**config.mk**
```make
export PLATFORM = sky130hd
export DESIGN_NAME = pis_shifter
export DESIGN_NICKNAME = d
export VERILOG_FILES = /design/src/inc/pis_pkg.sv /design/src/verilog/pis_shifter.sv /design/src/verilog/pis_sync.sv
export SDC_FILE = /design/constraint.sdc
export NUM_CORES = 1
export LEC_CHECK = 0
export ABC_AREA = 0
export BUFFER_PORTS_ARGS = -buffer_cell sky130_fd_sc_hd__buf_2
export CAP_MARGIN = 20
export CORE_ASPECT_RATIO = 1.25
export CORE_MARGIN = 4
export CORE_UTILIZATION = 44
export DETAILED_ROUTE_END_ITERATION = 6
export MAX_ROUTING_LAYER = met4
export PLACE_DENSITY_LB_ADDON = 0.2
export SLEW_MARGIN = 40
export SYNTH_ARGS = -nofsm -noshare
export SYNTH_HDL_FRONTEND = slang
export SYNTH_SLANG_ARGS = --single-unit
export TNS_END_PERCENT = 20
```
**constraint.sdc**
```tcl
create_clock -name sys_clk -period 3.7 [get_ports sys_clk]
set_input_delay 0.555 -clock sys_clk [delete_from_list [all_inputs] [get_ports sys_clk]]
set_output_delay 0.555 -clock sys_clk [all_outputs]
set_load 0.005 [all_outputs]
```
**src/inc/pis_pkg.sv**
```systemverilog
// Purpose: shared constants and pin bundle for the parallel-in shifter
// Assumes: one 100 MHz system clock; all pins asynchronous to it
// Notes:   stage 0 takes the serial input, the last stage drives the output
package pis_pkg;

	localparam int unsigned PIS_STAGES     = 8;
	localparam int unsigned PIS_SYNC_DEPTH = 2;
	localparam int unsigned PIS_PIN_WIDTH  = PIS_STAGES + 4;
	localparam logic        PIS_SYNC_RESET = 1'h0;
	localparam logic        PIS_EDGE_RESET = 1'h0;

	typedef struct packed {
		logic                  shift_load_n;
		logic                  shift_clk;
		logic                  clock_inhibit;
		logic                  serial_in;
		logic [PIS_STAGES-1:0] par_in;
	} pis_pins_s;

	// synchronised pins come out of reset in shift mode with both clocks low;
	// if they came out as zeros, every reset would look like a parallel load
	localparam pis_pins_s PIS_PINS_IDLE =
		'{shift_load_n: 1'h1, default: '0};

endpackage

```
**src/verilog/pis_shifter.sv**
```systemverilog
// Purpose: eight-stage parallel-in serial-out shift register
// Assumes: every control and data pin is asynchronous to sys_clk
// Notes:   shift clock and inhibit are sampled, so each level must hold
//          for at least two sys_clk periods to be seen
// Behaviour
// a rising shift clock with shift/load high moves the stages one place
// inhibit high or shift clock high with shift/load high: no change
// inhibit rising while shift clock low also shifts once
// host raises inhibit only while the shift clock is high; the bench host model also raises it while the clock is low
// shift/load low copies parallel inputs, whatever else; load beats shift
// parallel inputs ignored whenever shift/load is high
// each shift moves every stage one place toward the output
// each shift takes the serial input into the first stage
// outputs are the last stage and its complement only
// eight stages, each with its own parallel input
// no reset of the stages; contents unknown until loaded
// load is a level override holding stages equal to the inputs
`timescale 1ns/10ps

module pis_shifter
#(
	parameter int unsigned STAGES = pis_pkg::PIS_STAGES
)
(
	input  wire logic              sys_clk,
	input  wire logic              rst,
	input  wire logic              ce,
	input  wire logic              shift_load_n,
	input  wire logic              shift_clk,
	input  wire logic              clock_inhibit,
	input  wire logic              serial_in,
	input  wire logic [STAGES-1:0] par_in,
	output logic                   serial_out,
	output logic                   serial_out_inverted
);

	pis_pkg::pis_pins_s pins_raw;
	pis_pkg::pis_pins_s pins_s;

	logic              clk_comb;
	logic              clk_comb_q;
	logic              clk_comb_d;
	logic              shift_go;
	logic              load_go;
	logic [STAGES-1:0] stage_q;
	logic [STAGES-1:0] stage_d;
	logic              out_q;
	logic              out_d;
	logic              out_inv_q;
	logic              out_inv_d;

	always_comb
	begin
		pins_raw.shift_load_n  = shift_load_n;
		pins_raw.shift_clk     = shift_clk;
		pins_raw.clock_inhibit = clock_inhibit;
		pins_raw.serial_in     = serial_in;
		pins_raw.par_in        = par_in;
	end

	pis_sync
	#(
		.WIDTH     ($bits(pis_pkg::pis_pins_s)),
		.RESET_VAL (pis_pkg::PIS_PINS_IDLE)
	)
	u_sync
	(
		.sys_clk  (sys_clk),
		.rst      (rst),
		.ce       (ce),
		.async_in (pins_raw),
		.sync_out (pins_s)
	);

	// the two clock pins are interchangeable: their OR is the real clock,
	// so a raise of either while the other is high makes no edge
	assign clk_comb = pins_s.shift_clk | pins_s.clock_inhibit;

	// a host that raises inhibit while the clock is low gets a shift here;
	// nothing in the block can tell that apart from a wanted one
	assign shift_go = ce & pins_s.shift_load_n
		& clk_comb & ~clk_comb_q;
	assign load_go  = ce & ~pins_s.shift_load_n;

	always_comb
	begin
		clk_comb_d = ce ? clk_comb : clk_comb_q;
	end

	always_ff @(posedge sys_clk or posedge rst)
	begin
		if (rst)
		begin
			clk_comb_q <= pis_pkg::PIS_EDGE_RESET;
		end
		else
		begin
			clk_comb_q <= clk_comb_d;
		end
	end

	// one mux per stage; stage 0 is fed by the serial input
	genvar gi;
	generate
		for (gi = 0; gi < STAGES; gi++)
		begin : g_stage
			logic shift_src;
			if (gi == 0)
			begin : g_first
				assign shift_src = pins_s.serial_in;
			end
			else
			begin : g_rest
				assign shift_src = stage_q[gi-1];
			end
			always_comb
			begin
				if (load_go)
				begin
					stage_d[gi] = pins_s.par_in[gi];
				end
				else if (shift_go)
				begin
					stage_d[gi] = shift_src;
				end
				else
				begin
					stage_d[gi] = stage_q[gi];
				end
			end
		end
	endgenerate

	always_comb
	begin
		out_d     = stage_d[STAGES-1];
		out_inv_d = ~stage_d[STAGES-1];
	end

	// deliberately no reset: power-up contents stay unknown until loaded
	always_ff @(posedge sys_clk)
	begin
		stage_q   <= stage_d;
		out_q     <= out_d;
		out_inv_q <= out_inv_d;
	end

	assign serial_out          = out_q;
	assign serial_out_inverted = out_inv_q;

	// checks on the stage register and its outputs

	a_load_copies_inputs: assert property (
		@(posedge sys_clk) disable iff (rst)
		(ce && !pins_s.shift_load_n) |=> (stage_q == $past(pins_s.par_in))
	) else $error("stages differ from parallel inputs after load");

	a_load_holds_level: assert property (
		@(posedge sys_clk) disable iff (rst)
		(ce && !pins_s.shift_load_n)[*3] |=>
			(stage_q == $past(pins_s.par_in, 1))
	) else $error("held load did not keep stages equal to inputs");

	a_load_beats_shift: assert property (
		@(posedge sys_clk) disable iff (rst)
		(ce && !pins_s.shift_load_n && clk_comb && !clk_comb_q) |=>
			(stage_q == $past(pins_s.par_in))
	) else $error("clock edge overrode a parallel load");

	a_clk_rise_shifts: assert property (
		@(posedge sys_clk) disable iff (rst)
		(ce && pins_s.shift_load_n && !pins_s.clock_inhibit
			&& pins_s.shift_clk && !clk_comb_q) |=>
			(stage_q[STAGES-1:1] == $past(stage_q[STAGES-2:0]))
	) else $error("clock rise did not shift");

	a_inhibit_rise_shifts: assert property (
		@(posedge sys_clk) disable iff (rst)
		(ce && pins_s.shift_load_n && !pins_s.shift_clk
			&& pins_s.clock_inhibit && !clk_comb_q) |=>
			(stage_q[0] == $past(pins_s.serial_in))
	) else $error("inhibit rise with clock low did not shift");

	a_no_change_high: assert property (
		@(posedge sys_clk) disable iff (rst)
		(ce && pins_s.shift_load_n && clk_comb_q) |=> $stable(stage_q)
	) else $error("stages moved while clock or inhibit was high");

	a_par_ignored: assert property (
		@(posedge sys_clk) disable iff (rst)
		(ce && pins_s.shift_load_n && !shift_go) ##1 $changed(pins_s.par_in)
			|-> $stable(stage_q)
	) else $error("parallel inputs leaked in with shift/load high");

	a_serial_into_first: assert property (
		@(posedge sys_clk) disable iff (rst)
		shift_go |=> (stage_q[0] == $past(pins_s.serial_in))
	) else $error("first stage missed the serial input");

	a_out_is_last: assert property (
		@(posedge sys_clk) disable iff (rst)
		(load_go || shift_go) |=> (serial_out == stage_q[STAGES-1]
			&& serial_out_inverted == !stage_q[STAGES-1])
	) else $error("outputs do not follow the last stage");

	a_ce_freezes: assert property (
		@(posedge sys_clk) disable iff (rst)
		!ce |=> ($stable(stage_q) && $stable(serial_out))
	) else $error("state moved while clock enable was low");

endmodule

```
**src/verilog/pis_sync.sv**
```systemverilog
// Purpose: two-flop synchroniser for a bundle of asynchronous pins
// Assumes: bits are independent levels; no word coherence is promised
// Notes:   the first flop is read only by the second
`timescale 1ns/10ps

module pis_sync
#(
	parameter int unsigned      WIDTH     = pis_pkg::PIS_PIN_WIDTH,
	parameter logic [WIDTH-1:0] RESET_VAL = {WIDTH{pis_pkg::PIS_SYNC_RESET}}
)
(
	input  wire logic             sys_clk,
	input  wire logic             rst,
	input  wire logic             ce,
	input  wire logic [WIDTH-1:0] async_in,
	output logic      [WIDTH-1:0] sync_out
);

	logic [WIDTH-1:0] meta_q;
	logic [WIDTH-1:0] meta_d;
	logic [WIDTH-1:0] sync_q;
	logic [WIDTH-1:0] sync_d;

	always_comb
	begin
		meta_d = ce ? async_in : meta_q;
		sync_d = ce ? meta_q : sync_q;
	end

	always_ff @(posedge sys_clk or posedge rst)
	begin
		if (rst)
		begin
			meta_q <= RESET_VAL;
			sync_q <= RESET_VAL;
		end
		else
		begin
			meta_q <= meta_d;
			sync_q <= sync_d;
		end
	end

	assign sync_out = sync_q;

endmodule
```
-- After elaboration in Yosys (flattened, before gate mapping)
Cells that the tools add are included.
Widths: inputs -> output; s select.
- register bits: 34
- bits in latches: 0
- bits in writable memories: 0
- memory bits (read-only): 0
- input bits: 15
- memories kept: 0
- add/sub/neg operators: 0
- $mul: 0
- divide/modulo/power cells: 0
- magnitude comparators: 0
- eq/ne operators: 0
- shift-type cells: 0
- multiplexer cells: 16
- bitwise logic cells: 8
- reduce and logical (&&, ||, !) cells: 1
- operators by type and width (operator ; number):
    $mux 1 ; 16
    $and 1x1->1 ; 4
    $not 1->1 ; 3
    $reduce_bool 2->1 ; 1
    $or 1x1->1 ; 1

-- Logic depth before layout (Yosys ltp)
- depth after elaboration: 6
- depth in mapped cells: 4
- gate-level depth less buffers: 3

-- Hierarchy
From an unflattened synthesis, not the netlist that was laid out.
- cells, all modules: 82
- area, all modules: 1438.9 sq um
- modules (own cells, without submodules) (module ; times used ; cells an instance ; area an instance (sq um) ; sequential area each (sq um)):
    pis_sync ; 1 ; 52 ; 1003.5 ; 603.1
    pis_shifter ; 1 ; 30 ; 435.4 ; 285.3

-- Worst setup path before layout
No wires, ideal clock.
- path kind: input to register
- from: input ce
- to: register stage_q[0] (enable)
- library setup time: 0.382 ns
- arrival time: 1.412 ns
- required time: 3.318 ns
- path slack: 1.907 ns
- cell stages on the path: 3
- buffers on the path: 2
- path through: buf_6 buf_6 a21boi_0
- cells in the longest elaborated chain, start to end: 4
- RTL lines (element ; line ; RTL):
    from (decl) ; pis_shifter.sv:27 ; input wire logic ce,
    $and 1x1->1 ; pis_shifter.sv:81 ; assign shift_go = ce & pins_s.shift_load_n
    $and 1x1->1 (2 in series) ; pis_shifter.sv:82 ; & clk_comb & ~clk_comb_q;
    $reduce_bool 2->1 (no source line) * ; n/a ;
    to (signal assigned) ; pis_shifter.sv:143 ; stage_q <= stage_d;
    to (decl) ; pis_shifter.sv:45 ; logic [STAGES-1:0] stage_q;
Every way passes the cells marked *; elsewhere a longest branch is shown, timed or not.
A chain may end at the register's enable or synchronous reset.

-- Worst setup path in the final report
- from: input ce
- to: register stage_q[2], data pin
- cells in the longest elaborated chain, start to end: 2
- RTL lines (element ; line ; RTL):
    $and 1x1->1 ; pis_shifter.sv:83 ; assign load_go = ce & ~pins_s.shift_load_n;
    $mux 1 ; pis_shifter.sv:118 ; if (load_go)
    net stage_d[2] ; pis_shifter.sv:46 ; logic [STAGES-1:0] stage_d;
The timed path passes the listed nets, and every way through them passes these cells.

==> results.py <==
metrics = {
    "detailed_routing": {
        "dr.first_iter.drc_count": 15,
        "vias": 700,
        "postRouteAntennaNets": 0,
        "wire_per_inst_um": 14.2,
        "vias_per_cell": 5.04,
        "drtPass1Iterations": 4,
        "route.detailed.drc": 0,
        "drt-total-wl_mm": 1.97,
    },
    "min_path": {
        "hold_class": "input pin to asynchronous set/reset pin",
    },
    "sta": {
        "final_hold_viol_count": 0,
        "maxSlewHeadroom_pct": 56.5,
        "rsz0062_at_grt": "false",
        "finalSetupViolCount": 0,
        "period_minus_slack_ns": 1.85,
        "tightest_slew_ns": 0.651,
        "drv_slew": 0,
        "finalSetupTns_ns": 0,
        "finalCritPeriodShare_pct": 50.1,
        "whs_ns": 0.240,
        "skew_ns": 0.00525,
        "fmax_ghz": 0.539,
    },
    "die": {
        "die_y_um": 71.2,
        "die_w_um": 58.6,
        "initial_core_util_pct": 46.9,
        "fp.coreArea_um2": 3000,
        "ioPinCount": 17,
        "num_rows": 22,
        "dieArea_um2": 4170,
    },
    "critical_path": {
        "cp_max_fo": 31,
        "critical_path.cell_chain": "buf_2 -> nand2b_1 -> mux2_4",
        "slowest_delay_ns": 0.49,
        "required_ns": 3.79,
        "crit_path_start_kind": "input pin",
        "slowest_stage": "buf_2",
        "endpoint_kind": "flip-flop",
        "cp_data_arrival_time_ns": 1.94,
        "setup.worst_path.class": "input pin to flip-flop",
    },
    "grt": {
        "grt_overflow": 0,
        "grt_pass1_wl_mm": 3.37,
        "grt_pass1_vias": 762,
        "antenna_found_initial": 0,
        "grt_max_degree": 32,
        "grt.total_usage_pct": 11.3,
    },
    "placed_design": {
        "port_buffers": 16,
        "dpl_cell_area_um2": 1490,
        "gp_congestion": 0.727,
        "hpwl_mm": 1.32,
    },
    "final_layout": {
        "final_core_util_pct": 51.3,
        "final_cell_mix": "mux2_2 (23), dfrtp_1 (23), buf_2 (16)",
        "syn_to_final_growth_pct": 9.42,
        "antenna_cells": 0,
        "multi_input_area_um2": 474,
        "design_area_um2": 1540,
        "seqCellArea_um2": 888,
        "drive_gt1_share_pct": 55.3,
        "fillerInstances": 270,
        "nNetsFinal": 117,
    },
    "synth": {
        "synth_nets": 98,
        "ys_seq_area_share_pct": 63.1,
        "synth_cells": 83,
        "ys_ff_latch": 34,
        "syn_avg_cell_area_um2": 17.0,
        "yosysWarnings": 0,
        "synth_cell_types": 19,
        "synth_area_um2": 1410,
    },
    "cts": {
        "cts_made_buffers": 5,
        "ctsHoldBuffers": 0,
        "cts-root-buf": "clkbuf_4",
        "postCtsSetupBuffers": 0,
        "cts_resized": 0,
        "clk_path_buf_depth": 2,
        "cts.sinks": 34,
        "cts_tree": "yes",
        "clk_pin_slew_ns": 0.09,
        "h-tree-depth": 2,
        "clk_latency_ns": 0.33,
    },
    "outcome": {
        "outcome": "finished, final reports clean",
    },
    "job": {
        "max_cap_viol_count": 0,
    },
    "power": {
        "p_per_area_nw_per_um2": 494,
        "p_leak_uw": 0.000674,
        "vdd_drop_max_mv": 0.283,
    },
}
[kinds of logic (layout without fill, tap and decap cells)]
| family | after synthesis | count (layout) | synth area share, % |
|---|---|---|---|
| buf+inv | 5 | 25 | 3.20 |
| simple gates | 5 | 5 | 1.87 |
| flops | 34 | 34 | 63.1 |
| mux | 33 | 33 | 28.4 |
| compound gates | 6 | 6 | 3.47 |
[synthesized netlist by cell type]
cell type / instances / area, µm²
a21boi_0: 1 / 7.51
a21boi_2: 1 / 11.3
a21o_1: 1 / 7.51
a21oi_1: 1 / 5.00
buf_4: 1 / 7.51
buf_6: 3 / 33.8
dfrtp_1: 23 / 576
dfstp_2: 2 / 52.6
dfxtp_1: 1 / 20.0
edfxtp_1: 8 / 240
inv_1: 1 / 3.75
mux2_2: 23 / 259
mux2_4: 8 / 120
mux2i_1: 2 / 20.0
nand2b_1: 2 / 12.5
nor2_1: 2 / 7.51
nor2b_1: 1 / 6.26
o21bai_2: 1 / 11.3
o22ai_1: 1 / 6.26
[per-stage QoR]
stage,instances,worst slack [ns],total power (µW)
finish,139,1.85,761
global route,139,1.76,803
CTS,139,1.84,775
detailed placement,131,1.47,582
global placement,131,1.48,574
floorplan,83,1.91,556
[state kept, by name, indices dropped and copies added, names as in the netlist, named ones only]
name,cells
clk_comb_q,1
u_sync.meta_q,12
serial_out_inverted,1
u_sync.sync_out,12
stage_q,7
[final timing paths]
path / cells after the start / end / startpoint / slack [ns]
max in group asynchronous: 2 / u_sync.sync_out[11] / rst / 3.10
min: 2 / u_sync.sync_out[0] / rst / 0.24
max reg2reg: 2 / stage_q[2] / u_sync.sync_out[11] / 2.05
min in group sys_clk: 2 / u_sync.meta_q[7] / par_in[7] / 0.45
min reg2reg: 1 / u_sync.sync_out[0] / u_sync.meta_q[0] / 0.50
max: 3 / stage_q[2] / ce / 1.85
[critical path: cells and delay by family]
kind | cells | cell delay, ns
buf+inv | 1 | 0.49
mux | 1 | 0.42
simple gates | 1 | 0.47
[per-layer routing]
layer / global-route usage, % / vias to the layer above / wire, µm
li1: - / 331 / -
met1: 14.1 / 346 / 893
met2: 15.8 / 15 / 918
met3: 3.78 / 8 / 92
met4: 6.80 / 0 / 66
met5: - / - / 0
[area by class of cell]
class / instances / area share (%)
well taps: 36 / 2.92
flip-flops and latches: 34 / 57.7
repair buffers: 16 / 5.20
inverters: 1 / 0.244
multi-input cells: 44 / 30.8
clock buffers: 8 / 3.17
[where the power goes]
group / leakage (µW) / internal (µW) / switching [µW] / total, µW
logic: 0.000274 / 67.4 / 40.3 / 108
registers: 0.000373 / 440 / 25.3 / 465
clock network: 0.0000265 / 75.7 / 112 / 188
Power figures use the tool's default switching activity.
